--- src/sbp_pkg.sv ---
// Package of register map, reset values and timing constants for the brake sequencer
package sbp_pkg;
  // Register byte offsets
  localparam logic [7:0] OFS_PHASE_LOSS   = 8'h00;
  localparam logic [7:0] OFS_CMD_DELAY    = 8'h04;
  localparam logic [7:0] OFS_ZERO_SPEED   = 8'h08;
  localparam logic [7:0] OFS_HOLD         = 8'h0c;
  localparam logic [7:0] OFS_MAX_WAIT     = 8'h10;
  localparam logic [7:0] OFS_CONTROL      = 8'h14;
  localparam logic [7:0] OFS_STATUS       = 8'h18;
  localparam logic [7:0] OFS_IRQ_STATUS   = 8'h1c;
  localparam logic [7:0] OFS_IRQ_MASK     = 8'h20;
  // Reset values
  localparam logic [15:0] RST_PHASE_LOSS  = 16'h0003;
  localparam logic [15:0] RST_CMD_DELAY   = 16'h00fa;
  localparam logic [15:0] RST_ZERO_SPEED  = 16'h001e;
  localparam logic [15:0] RST_HOLD        = 16'h0096;
  localparam logic [15:0] RST_MAX_WAIT    = 16'h01f4;
  // Field positions
  localparam int BIT_OUT_PHASE  = 0;
  localparam int BIT_IN_PHASE   = 1;
  localparam int BIT_BRAKE_MAP  = 0;
  // Interrupt bits: 0 overheat, 1 brake locked, 2 commands accepted
  localparam int IRQ_W          = 3;
  // Timing
  localparam int CLK_HZ         = 125_000_000;
  localparam int TICK_US        = 1000;
  localparam int TICK_CYCLES    = CLK_HZ / 1_000_000 * TICK_US;
  localparam int STATIC_RPM     = 20;
  localparam int DYN_HOLD_MS    = 50;
  // Sequencer states
  typedef enum logic [2:0] {
    ST_OFF     = 3'b000,
    ST_ON      = 3'b001,
    ST_HOLD    = 3'b010,
    ST_DYNWAIT = 3'b011
  } sbp_state_e;
endpackage : sbp_pkg

--- src/sbp_brake_sequencer.sv ---
// Servo holding-brake sequencer with protection enables and APB registers
// Functional notes
// - Overheat input active raises overheat fault
// - Config bit0 enables output phase-loss protection
// - Config bit1 enables input phase-loss protection
// - Config register sixteen bits, two bits used
// - Brake control active when brake output mapped
// - Brake release terminal is active low
// - Release inactive cuts brake, motor locked
// - Enable fall below 20 rpm: static, else dynamic
// - Enable rise: power motor, release brake together
// - Ignore commands until accept delay elapses
// - Static: lock at once, hold power, power off
// - Hold time applies only when brake mapped
// - Dynamic: lock when speed below threshold
// - Dynamic: lock when max wait exceeded
// - Dynamic: power stays 50 ms after lock
`timescale 1ns/1ns
module sbp_brake_sequencer
  import sbp_pkg::*;
#(
  parameter int TICK_CNT = TICK_CYCLES   // Cycles per millisecond tick
)(
  // Clock and reset
  input  wire logic        clk_sys,
  input  wire logic        rst,
  // APB slave
  input  wire logic        psel,
  input  wire logic        penable,
  input  wire logic        pwrite,
  input  wire logic [7:0]  paddr,
  input  wire logic [31:0] pwdata,
  output logic      [31:0] prdata,
  output logic             pready,
  output logic             pslverr,
  // Drive side
  input  wire logic        servoEnableInput,
  input  wire logic        overheatDetectInput,
  input  wire logic [15:0] filteredMotorSpeed,
  // Outputs
  output logic             brakeReleaseOutN,
  output logic             motorPowerOn,
  output logic             commandAccept,
  output logic             motorOverheatFault,
  output logic             outPhaseProtectEn,
  output logic             inPhaseProtectEn,
  output logic             irq
);

  // Whole module state
  typedef struct packed {
    logic [15:0]        phaseLoss;
    logic [15:0]        cmdDelay;
    logic [15:0]        zeroSpeed;
    logic [15:0]        holdMs;
    logic [15:0]        maxWait;
    logic               brakeMapped;
    logic [IRQ_W-1:0]   irqStat;
    logic [IRQ_W-1:0]   irqMask;
    sbp_state_e         state;
    logic               enPrev;
    logic [16:0]        tickCnt;
    logic               tick;
    logic [15:0]        msCnt;
    logic [15:0]        lockMs;
    logic               release_;
    logic               power;
    logic               accept;
    logic               fault;
    logic [31:0]        rdata;
  } sbp_state_s;

  sbp_state_s st_reg;   // Registered state
  sbp_state_s st_next;  // Next state

  // Address decode returns single-bit valid flag
  function automatic logic sbp_known(input logic [7:0] a);
    sbp_known = (a == OFS_PHASE_LOSS) || (a == OFS_CMD_DELAY) || (a == OFS_ZERO_SPEED)
             || (a == OFS_HOLD) || (a == OFS_MAX_WAIT) || (a == OFS_CONTROL)
             || (a == OFS_STATUS) || (a == OFS_IRQ_STATUS) || (a == OFS_IRQ_MASK);
  endfunction : sbp_known

  logic             apbWr;     // Write access phase
  logic             apbRd;     // Read setup phase
  logic             enRise;    // Enable rising edge
  logic             enFall;    // Enable falling edge
  logic [15:0]      holdSel;   // Hold time in effect
  logic [IRQ_W-1:0] irqEv;     // Events this cycle

  assign apbWr  = psel && penable && pwrite && sbp_known(paddr);
  assign apbRd  = psel && !penable && !pwrite;
  assign enRise = servoEnableInput && !st_reg.enPrev;
  assign enFall = !servoEnableInput && st_reg.enPrev;

  // Next-state logic
  always_comb
  begin
    st_next       = st_reg;
    st_next.enPrev = servoEnableInput;
    irqEv         = '0;
    holdSel       = st_reg.brakeMapped ? st_reg.holdMs : 16'h0000;
    // Millisecond tick generator
    st_next.tick  = 1'b0;
    if (st_reg.tickCnt == 17'(TICK_CNT - 1))
    begin
      st_next.tickCnt = '0;
      st_next.tick    = 1'b1;
    end
    else
    begin
      st_next.tickCnt = st_reg.tickCnt + 17'd1;
    end
    // Overheat fault follows input
    if (overheatDetectInput)
    begin
      st_next.fault = 1'b1;
      irqEv[0]      = !st_reg.fault;
    end
    else
    begin
      st_next.fault = 1'b0;
    end
    // Sequencer
    case (st_reg.state)
      ST_OFF:
      begin
        if (enRise)
        begin
          st_next.state    = ST_ON;
          st_next.power    = 1'b1;
          st_next.release_ = st_reg.brakeMapped;
          st_next.msCnt    = '0;
          st_next.accept   = 1'b0;
        end
      end
      ST_ON:
      begin
        // Command gate opens after delay
        if (!st_reg.accept && st_reg.tick)
        begin
          if (st_reg.msCnt + 16'd1 >= st_reg.cmdDelay)
          begin
            st_next.accept = 1'b1;
            irqEv[2]       = 1'b1;
          end
          else
          begin
            st_next.msCnt = st_reg.msCnt + 16'd1;
          end
        end
        if (!st_reg.accept && st_reg.cmdDelay == 16'h0000)
        begin
          st_next.accept = 1'b1;
        end
        if (enFall)
        begin
          st_next.accept = 1'b0;
          st_next.msCnt  = '0;
          if (filteredMotorSpeed < 16'(STATIC_RPM))
          begin
            st_next.state    = ST_HOLD;
            st_next.release_ = 1'b0;
            st_next.lockMs   = holdSel;
            irqEv[1]         = 1'b1;
          end
          else
          begin
            st_next.state = ST_DYNWAIT;
          end
        end
      end
      ST_DYNWAIT:
      begin
        if (st_reg.tick)
        begin
          st_next.msCnt = st_reg.msCnt + 16'd1;
        end
        if (filteredMotorSpeed < st_reg.zeroSpeed
            || (st_reg.tick && st_reg.msCnt >= st_reg.maxWait))
        begin
          st_next.state    = ST_HOLD;
          st_next.release_ = 1'b0;
          st_next.lockMs   = 16'(DYN_HOLD_MS);
          st_next.msCnt    = '0;
          irqEv[1]         = 1'b1;
        end
      end
      ST_HOLD:
      begin
        // Power held after lock, then removed
        if (st_reg.msCnt >= st_reg.lockMs)
        begin
          st_next.power = 1'b0;
          st_next.state = ST_OFF;
          st_next.msCnt = '0;
        end
        else if (st_reg.tick)
        begin
          st_next.msCnt = st_reg.msCnt + 16'd1;
        end
      end
      default:
      begin
        st_next.state = ST_OFF;
      end
    endcase
    // APB writes
    if (apbWr)
    begin
      if (paddr == OFS_PHASE_LOSS)
      begin
        st_next.phaseLoss = pwdata[15:0];
      end
      else if (paddr == OFS_CMD_DELAY)
      begin
        st_next.cmdDelay = pwdata[15:0];
      end
      else if (paddr == OFS_ZERO_SPEED)
      begin
        st_next.zeroSpeed = pwdata[15:0];
      end
      else if (paddr == OFS_HOLD)
      begin
        st_next.holdMs = pwdata[15:0];
      end
      else if (paddr == OFS_MAX_WAIT)
      begin
        st_next.maxWait = pwdata[15:0];
      end
      else if (paddr == OFS_CONTROL)
      begin
        st_next.brakeMapped = pwdata[BIT_BRAKE_MAP];
      end
      else if (paddr == OFS_IRQ_MASK)
      begin
        st_next.irqMask = pwdata[IRQ_W-1:0];
      end
    end
    // Sticky status: set wins over write-one clear
    if (apbWr && paddr == OFS_IRQ_STATUS)
    begin
      st_next.irqStat = (st_reg.irqStat & ~pwdata[IRQ_W-1:0]) | irqEv;
    end
    else
    begin
      st_next.irqStat = st_reg.irqStat | irqEv;
    end
    // Read data captured in setup
    if (apbRd)
    begin
      if (paddr == OFS_PHASE_LOSS)
      begin
        st_next.rdata = {16'h0000, st_reg.phaseLoss};
      end
      else if (paddr == OFS_CMD_DELAY)
      begin
        st_next.rdata = {16'h0000, st_reg.cmdDelay};
      end
      else if (paddr == OFS_ZERO_SPEED)
      begin
        st_next.rdata = {16'h0000, st_reg.zeroSpeed};
      end
      else if (paddr == OFS_HOLD)
      begin
        st_next.rdata = {16'h0000, st_reg.holdMs};
      end
      else if (paddr == OFS_MAX_WAIT)
      begin
        st_next.rdata = {16'h0000, st_reg.maxWait};
      end
      else if (paddr == OFS_CONTROL)
      begin
        st_next.rdata = {31'h0, st_reg.brakeMapped};
      end
      else if (paddr == OFS_STATUS)
      begin
        st_next.rdata = {25'h0, st_reg.state, st_reg.fault, st_reg.accept,
                         st_reg.power, st_reg.release_};
      end
      else if (paddr == OFS_IRQ_STATUS)
      begin
        st_next.rdata = {29'h0, st_reg.irqStat};
      end
      else if (paddr == OFS_IRQ_MASK)
      begin
        st_next.rdata = {29'h0, st_reg.irqMask};
      end
      else
      begin
        st_next.rdata = 32'h0000_0000;
      end
    end
  end

  // State register
  always_ff @(posedge clk_sys)
  begin
    if (rst)
    begin
      st_reg             <= '0;
      st_reg.phaseLoss   <= RST_PHASE_LOSS;
      st_reg.cmdDelay    <= RST_CMD_DELAY;
      st_reg.zeroSpeed   <= RST_ZERO_SPEED;
      st_reg.holdMs      <= RST_HOLD;
      st_reg.maxWait     <= RST_MAX_WAIT;
      st_reg.brakeMapped <= 1'b1;
      st_reg.state       <= ST_OFF;
    end
    else
    begin
      st_reg <= st_next;
    end
  end

  // Outputs
  assign prdata             = st_reg.rdata;
  assign pready             = 1'b1;
  assign pslverr            = psel && penable && !sbp_known(paddr);
  assign brakeReleaseOutN   = !st_reg.release_;
  assign motorPowerOn       = st_reg.power;
  assign commandAccept      = st_reg.accept;
  assign motorOverheatFault = st_reg.fault;
  assign outPhaseProtectEn  = st_reg.phaseLoss[BIT_OUT_PHASE];
  assign inPhaseProtectEn   = st_reg.phaseLoss[BIT_IN_PHASE];
  assign irq                = |(st_reg.irqStat & st_reg.irqMask);

  // Assertions
  // Fault input reaches the fault output
  a_overheat_fault: assert property (@(posedge clk_sys) disable iff (rst)
    overheatDetectInput |=> motorOverheatFault) else $error("overheat not raised");
  // Register writes reach the protection enables
  a_out_phase_en: assert property (@(posedge clk_sys) disable iff (rst)
    (apbWr && paddr == OFS_PHASE_LOSS)
      |=> (outPhaseProtectEn == $past(pwdata[BIT_OUT_PHASE])))
    else $error("out phase mismatch");
  a_in_phase_en: assert property (@(posedge clk_sys) disable iff (rst)
    (apbWr && paddr == OFS_PHASE_LOSS)
      |=> (inPhaseProtectEn == $past(pwdata[BIT_IN_PHASE])))
    else $error("in phase mismatch");
  a_phase_width: assert property (@(posedge clk_sys) disable iff (rst)
    (apbWr && paddr == OFS_PHASE_LOSS)
      |=> (st_reg.phaseLoss == $past(pwdata[15:0]))) else $error("phase width wrong");
  // Enable rise: power and release together when brake mapped, power only when not
  a_rise_release: assert property (@(posedge clk_sys) disable iff (rst)
    (st_reg.state == ST_OFF && enRise && st_reg.brakeMapped)
      |=> (motorPowerOn && !brakeReleaseOutN)) else $error("rise not released");
  a_rise_nomap: assert property (@(posedge clk_sys) disable iff (rst)
    (st_reg.state == ST_OFF && enRise && !st_reg.brakeMapped)
      |=> (motorPowerOn && brakeReleaseOutN)) else $error("unmapped brake released");
  // Brake only released while the motor is energized
  a_release_powered: assert property (@(posedge clk_sys) disable iff (rst)
    !brakeReleaseOutN |-> motorPowerOn) else $error("brake released unpowered");
  // Stop sequences
  a_static_lock: assert property (@(posedge clk_sys) disable iff (rst)
    (st_reg.state == ST_ON && enFall && filteredMotorSpeed < 16'd20)
      |=> (brakeReleaseOutN && motorPowerOn)) else $error("static lock late");
  a_hold_unmapped: assert property (@(posedge clk_sys) disable iff (rst)
    (st_reg.state == ST_ON && enFall && filteredMotorSpeed < 16'd20 && !st_reg.brakeMapped)
      |=> ##1 !motorPowerOn) else $error("hold applied unmapped");
  a_dyn_speed_lock: assert property (@(posedge clk_sys) disable iff (rst)
    (st_reg.state == ST_DYNWAIT && filteredMotorSpeed < st_reg.zeroSpeed)
      |=> brakeReleaseOutN) else $error("dynamic lock late");
  a_max_wait_lock: assert property (@(posedge clk_sys) disable iff (rst)
    (st_reg.state == ST_DYNWAIT && st_reg.tick && st_reg.msCnt >= st_reg.maxWait)
      |=> brakeReleaseOutN) else $error("max wait lock late");
  a_lock_with_power: assert property (@(posedge clk_sys) disable iff (rst)
    $rose(brakeReleaseOutN) |-> motorPowerOn) else $error("power cut at lock");
  a_accept_gate: assert property (@(posedge clk_sys) disable iff (rst)
    commandAccept |-> (motorPowerOn && st_reg.state == ST_ON)) else $error("accept early");
  // Tick is a one-cycle strobe; needs TICK_CNT of two or more
  a_tick_single: assert property (@(posedge clk_sys) disable iff (rst)
    st_reg.tick |=> !st_reg.tick) else $error("tick too long");

endmodule : sbp_brake_sequencer

--- config.mk ---
export PLATFORM = sky130hd
export DESIGN_NAME = sbp_brake_sequencer
export DESIGN_NICKNAME = d
export VERILOG_FILES = /design/src/sbp_pkg.sv /design/src/sbp_brake_sequencer.sv
export SDC_FILE = /design/constraint.sdc
export NUM_CORES = 1
export LEC_CHECK = 0
export ABC_AREA = 0
export ABC_CLOCK_PERIOD_IN_PS = 5900
export BUFFER_PORTS_ARGS = -buffer_cell sky130_fd_sc_hd__buf_4
export CAP_MARGIN = 5
export CORE_ASPECT_RATIO = 1.75
export CORE_MARGIN = 1
export CORE_UTILIZATION = 45
export CTS_CLUSTER_SIZE = 40
export DETAILED_ROUTE_END_ITERATION = 8
export PLACE_DENSITY_LB_ADDON = 0.3
export SLEW_MARGIN = 20
export SYNTH_ARGS = -nofsm -noshare
export SYNTH_HDL_FRONTEND = slang
export SYNTH_SLANG_ARGS = --single-unit
--- constraint.sdc ---
create_clock -name clk_sys -period 5.9 [get_ports clk_sys]
set_clock_uncertainty 0.15 [all_clocks]
set_input_delay 0.59 -clock clk_sys [delete_from_list [all_inputs] [get_ports clk_sys]]
set_output_delay 0.59 -clock clk_sys [all_outputs]
set_load 0.005 [all_outputs]
==> Yosys cells after proc, flatten, opt, wreduce, memory -nomap -nowiden <==
Cells that the tools add are included.
{ "word_totals": {"ff_bits": 177, "out_inout_bits": 41, "wordCells": 156} }
{ "classes": {"n_addsub": 2, "n_lt_le_gt_ge": 5, "eq_ne": 21, "mux": 46, "n_bitwise": 11, "reduce_logical": 52} }
{ "op_table": {"columns": ["cell", "count"], "rows": [
  ["16-bit two-way mux", 11],
  ["33-bit two-way mux", 2],
  ["16-bit case mux with 4 select lines", 1],
  ["16-bit >= comparator", 3],
  ["8-bit by 5-bit == test with 1-bit output, second input constant", 4],
  ["16-bit case mux with 2 select lines", 1],
  ["3-bit two-way mux", 8],
  ["4-bit AND reduction", 5],
  ["17-bit by 1-bit adder with 17-bit output, second input constant", 1],
  ["17-bit == test, second input constant", 1],
  ["17-bit two-way mux", 1],
  ["16-bit by 1-bit adder with 16-bit output, second input constant", 1],
  ["8-bit by 4-bit == test with 1-bit output, second input constant", 2],
  ["16-bit zero test", 1],
  ["16-bit less-than comparator", 1],
  ["16-bit by 5-bit less-than comparator with 1-bit output, second input constant", 1],
  ["1-bit two-way mux", 15],
  ["7-bit two-way mux", 2],
  ["1-bit logical AND", 12],
  ["3-bit case mux with 4 select lines", 1],
  ["2-bit inequality test, second input constant", 5],
  ["5-bit AND reduction", 2],
  ["1-bit logical OR", 9],
  ["8-bit by 3-bit == test with 1-bit output, second input constant", 1],
  ["other kinds (24)", 46]
]} }

==> Logic depth before layout (Yosys ltp) <==
{ "logic_depth": {"ltp_word": 12, "ltp_mapped": 17, "depth_no_buf": 16} }

==> Worst setup path before layout <==
No wires, ideal clock.
{ "synth_timing": {"path_type": "flip-flop to flip-flop", "startpoint": "register st_reg[53] in the netlist's numbering", "endpoint": "register st_reg[52] in the netlist's numbering", "setup_time_ns": 0.121, "t_arrival_ns": 3.285, "required_time_ns": 5.629, "slack_ns": 2.345, "stages_incl_launch_ff": 17, "synth_period_minus_slack_ns": 3.555, "path_cell_list": "dfxtp_1 -> ha_1 -> nand3_1 -> nor2_1 -> and3_1 -> and3_1 -> xor2_1 -> ha_1 -> a21oi_1 -> nand2_1 -> a221oi_1 -> and2_1 -> a22o_1 -> o21a_1 -> nor2_1 -> buf_2 -> mux2_2"} }
{ "synth_via": {"elab_chain_cells": 5} }
{ "synth_rtl": {"columns": ["element", "line", "source"], "rows": [
  ["from (decl)", "sbp_brake_sequencer.sv:73", "sbp_state_s st_reg;"],
  ["from (signal assigned)", "sbp_brake_sequencer.sv:311", "st_reg <= st_next;"],
  ["branches (longest 5 deep; another with 16-bit by 1-bit adder with 16-bit output)", null, null]
]} }
Parallel ways; which one is timed is not known. The select of a mux whose other input is x is not followed.
A chain may end at the register's enable or synchronous reset.

==> Final worst setup path <==
Same ends and word-level chain as after synthesis.

==> run summary <==
The transition at the pin with the smallest max-transition slack is 1.10 ns. The worst setup path is captured at a flip-flop. TritonCTS built the clock tree. Sequential cells were found to cover 35.1% of the synthesized design area.

The most used flip-flop cell after synthesis is sky130_fd_sc_hd__dfxtp_1. The number of antenna diodes in the final layout is 0. The fraction of registers with async set/reset is 0%, and the clock period minus final worst setup slack is 4.50 ns. Setup total negative slack on the finished layout was measured at 0 ns. The share of total power dissipated in the clock network is 43.5%. Compared with the post-synthesis result, the final layout area differs by 12.2%.

The clock net in this run drives a total of 160 sinks. Routed wire length per instance: 18.5 µm. After clock tree synthesis, the clock-pin slew on the worst setup and hold paths is 0.06 ns. The tools report the global-route wire length before repair as 41.7 mm. The logs give 26.2 mm for the post-detailed-routing wire length and 1.40 ns for the smallest setup slack after layout. Synthesized area per cell: 8.09 µm².

The later pin in the worst-skew pair is clocked with a latency of 0.43 ns. In this run the tool buffered the top-level ports with 70 buffer cells. The tools report the type of element launching the critical path as a flip-flop. The number of gates resized after CTS was 0. The cell sitting at the root of the clock tree is a sky130_fd_sc_hd__clkbuf_16. The number of nets in the layout came out at 1290. The distinct cell type count after synthesis is 81.

The number of buffers created by CTS is 17. The run gives 104 as the number of top-level pins. For the placed wire-length estimate, the log shows 20.0 mm. The area of the core is 19800 µm², and the power per standard cell area is 265 nW/µm².

After synthesis the cells add up to 9130 µm². The worst reg-to-reg setup slack came out at 1.40 ns. The startpoint identified for the worst hold timing path is overheatDetectInput. The count of nets left with antenna violations after detail routing was 0; the flip-flop count of the largest register, all copies and words added was 139. The number of maximum-capacitance constraint violations is 0, and the worst path required time is 6.12 ns. The run gives 51.7% as the final core utilization. In the routed design, unresolved DRC markers number 0.

The share of total power in sequential cells was 41.5%; the number of synthesized flops with an enable pin was 0. The largest buffer count on any clock path came out at 2. The logs give 572 for the DRC violation total after the first TritonRoute iteration and 7897 for the number of global-route vias before repair. The number of endpoints with negative hold slack in the final report is 0. The max-slew headroom at the worst pin came out at 26.0%.

The die is 190 µm tall. At the worst endpoint, the arrival time is 4.72 ns. The worst hold path terminates at motorOverheatFault. The worst setup path is of the reg2reg kind.

The tools report the number of cells produced by synthesis as 1129. IR analysis of the VDD net gives a maximum drop of 0.181 mV. For the number of pins exceeding their max-slew limit in the final report, the log shows 0. The path type of the worst min-delay path was in2reg. Global routing used 26.3% of the available tracks. Entering global routing, the biggest net connects 64 pins. The startpoint of the lowest-slack register-to-register path is st_reg[53].

Of the available clock period, the critical path in the final layout requires 76.3%. For this run the aggregate overflow at the end of global routing stands at 0. The number of setup buffers added after CTS was 0; the maximum fanout count along the critical path was 11. In this run, synthesis produced a sequential element count of 160. The floorplan has 68 rows. The run gives 20900 µm² as the die outline area.

The depth of the CTS H-tree is 4. The mean number of vias per cell is 5.76, and the fraction of final layout cells with drive strength greater than 1 is 13.1%. Setup violations remaining at the end of the flow were counted as 0.

The pre-antenna-repair detailed-routing pass consisted of 5 iterations. The logs give 0 for the initial antenna violation count and 222 MHz for the peak clock frequency supported by timing. For the logic gate share of total power, the log shows 15.0%. The flow ran to the end, and the final reports show no timing, DRC or antenna violations. The worst slack after detailed placement was 1.34 ns; the depth of the worst register-to-register path was 14. For this design, the CTS-stage hold fixing added 0 buffers. The internal power of the cells totals 1.97 mW.

For this run, the number of Yosys warnings is 0. In this run the critical register-to-register path is captured at st_reg[52]. The logs give 4.21 nW for the leakage power figure and 0.876 for the final estimated routing congestion in global placement.

The die is 110 µm wide. The switching share of power is 27.5%, and the starting density of the core is 46.1%. The number of cells traversed by the worst hold path was 2. The total vias in the final route was 8151. Setup repair after global routing left no endpoint under its margin.

The tools report the switching power total as 0.748 mW.
==> cells by family (layout without fill, tap and decap cells) <==
kind of cell	count (synthesis)	count (layout)	share of synthesized area, %
adders and majority gates	70	70	9.59
AOI/OAI and AO/OA	246	246	18.1
DFF	160	160	35.1
buffers and inverters	161	187	8.29
and+or+nand+nor	433	433	22.6
muxes	28	28	3.38
xor gates and xnor gates	29	29	2.78
other	2	17	0.0822
==> synth_stat cells, drive strengths merged, types with 4 or more instances <==
cell type / number / area (µm²)
a31oi: 4 / 25.0
xor2: 16 / 140
nor4: 10 / 62.6
a211o: 4 / 35.0
nand2: 186 / 698
a21oi: 98 / 494
and2: 11 / 68.8
a222oi: 8 / 80.1
clkbuf: 36 / 136
o211ai: 21 / 176
a21o: 13 / 97.6
nand3: 46 / 230
nor2: 95 / 382
mux2i: 14 / 140
mux2: 14 / 169
ha: 70 / 876
nand2b: 5 / 31.3
a22o: 7 / 61.3
a221oi: 4 / 35.0
nor3b: 6 / 77.6
a211oi: 20 / 150
a2111oi: 6 / 58.8
o22a: 4 / 35.0
inv: 77 / 289
nor3: 17 / 95.1
buf: 47 / 328
and3: 22 / 138
o21a: 5 / 37.5
nor2b: 4 / 25.0
dfxtp: 160 / 3200
or4: 5 / 45.0
xnor2: 13 / 114
nand4: 11 / 75.1
a22oi: 7 / 52.6
o21ai: 25 / 125
==> stage by stage <==
step	area (µm²)	power, mW	cells	hold WS (ns)
final	10200	2.72	1415	0.225
after global routing	10200	2.81	1415	0.276
after CTS	10200	2.73	1415	0.215
after detailed placement	9610	1.55	1383	0.296
after global placement	9610	1.55	1383	0.291
after floorplan	9190	1.42	1144	0.282
==> area by class of cell <==
class | count | area [µm²]
inverter | 78 | 293
fill | 1921 | 9580
clock buffer | 19 | 443
multi-input combinational | 823 | 5230
sequential | 160 | 3200
timing repair buffer | 77 | 578
tap | 245 | 307
clock inverter | 13 | 186
==> per-layer routing <==
layer / wire, µm / part of all wire, % / track usage, %
met1: 10100 / 39 / 29.4
met2: 13700 / 52 / 47.2
met3: 1070 / 4.1 / 3.25
met4: 1310 / 5.0 / 14.6
met5: 0 / 0 / 0
==> worst max path at each step <==
| stage | cells after the start | endpoint | start |
|---|---|---|---|
| after floorplan | 16 | st_reg[52] | st_reg[53] |
| after global placement | 14 | st_reg[52] | st_reg[53] |
| after detailed placement | 14 | st_reg[52] | st_reg[53] |
| after CTS | 14 | st_reg[52] | st_reg[53] |
| after global routing | 14 | st_reg[52] | st_reg[53] |
| final | 14 | st_reg[52] | st_reg[53] |
==> placed cells by master, fill, tap and decap left out, types with 5 or more instances in the layout <==
cell | netlist | layout
sky130_fd_sc_hd__o211ai_1 | 19 | 19
sky130_fd_sc_hd__xnor2_1 | 13 | 13
sky130_fd_sc_hd__a21o_1 | 13 | 13
sky130_fd_sc_hd__conb_1 | 2 | 17
sky130_fd_sc_hd__a21oi_1 | 97 | 97
sky130_fd_sc_hd__a22oi_1 | 7 | 7
sky130_fd_sc_hd__a2111oi_0 | 5 | 5
sky130_fd_sc_hd__inv_1 | 76 | 76
sky130_fd_sc_hd__clkbuf_16 | 0 | 17
sky130_fd_sc_hd__dfxtp_1 | 160 | 160
sky130_fd_sc_hd__a22o_1 | 7 | 7
sky130_fd_sc_hd__nor4_1 | 10 | 10
sky130_fd_sc_hd__and2_1 | 9 | 9
sky130_fd_sc_hd__o21a_1 | 5 | 5
sky130_fd_sc_hd__a211oi_1 | 20 | 20
sky130_fd_sc_hd__a222oi_1 | 8 | 8
sky130_fd_sc_hd__nand3_1 | 46 | 46
sky130_fd_sc_hd__mux2_2 | 11 | 11
sky130_fd_sc_hd__nand2b_1 | 5 | 5
sky130_fd_sc_hd__ha_1 | 70 | 70
sky130_fd_sc_hd__nor2_1 | 89 | 89
sky130_fd_sc_hd__and3_1 | 22 | 22
sky130_fd_sc_hd__buf_4 | 33 | 77
sky130_fd_sc_hd__o21ai_0 | 24 | 24
sky130_fd_sc_hd__nand4_1 | 10 | 10
sky130_fd_sc_hd__nor3_1 | 15 | 14
sky130_fd_sc_hd__mux2i_1 | 14 | 14
sky130_fd_sc_hd__xor2_1 | 16 | 16
sky130_fd_sc_hd__nand2_1 | 186 | 186
==> power by group through the flow <==
stage | Clock [mW] | Sequential [mW] | Combinational, mW
6_report | 1.18 | 1.13 | 0.407
5_1_grt | 1.24 | 1.13 | 0.443
4_1_cts | 1.19 | 1.13 | 0.405
3_5_place_dp | 0 | 1.15 | 0.402
3_3_place_gp | 0 | 1.15 | 0.400
2_1_floorplan | 0 | 1.14 | 0.279
==> critical path, stage by stage, from the launching register on <==
cell and delay [ns]:
sky130_fd_sc_hd__dfxtp_1 0.44, sky130_fd_sc_hd__ha_1 0.28, sky130_fd_sc_hd__nand3_1 0.13, sky130_fd_sc_hd__nor2_1 0.41, sky130_fd_sc_hd__and3_1 0.31, sky130_fd_sc_hd__and3_1 0.22, sky130_fd_sc_hd__xor2_1 0.09, sky130_fd_sc_hd__ha_1 0.33
sky130_fd_sc_hd__nand4_1 0.13, sky130_fd_sc_hd__a2111oi_0 0.29, sky130_fd_sc_hd__o21ai_0 0.19, sky130_fd_sc_hd__a22o_1 0.35, sky130_fd_sc_hd__o21a_1 0.17, sky130_fd_sc_hd__nor2_1 0.67, sky130_fd_sc_hd__mux2_2 0.29
Note: power is estimated with default switching activity, not from simulation.
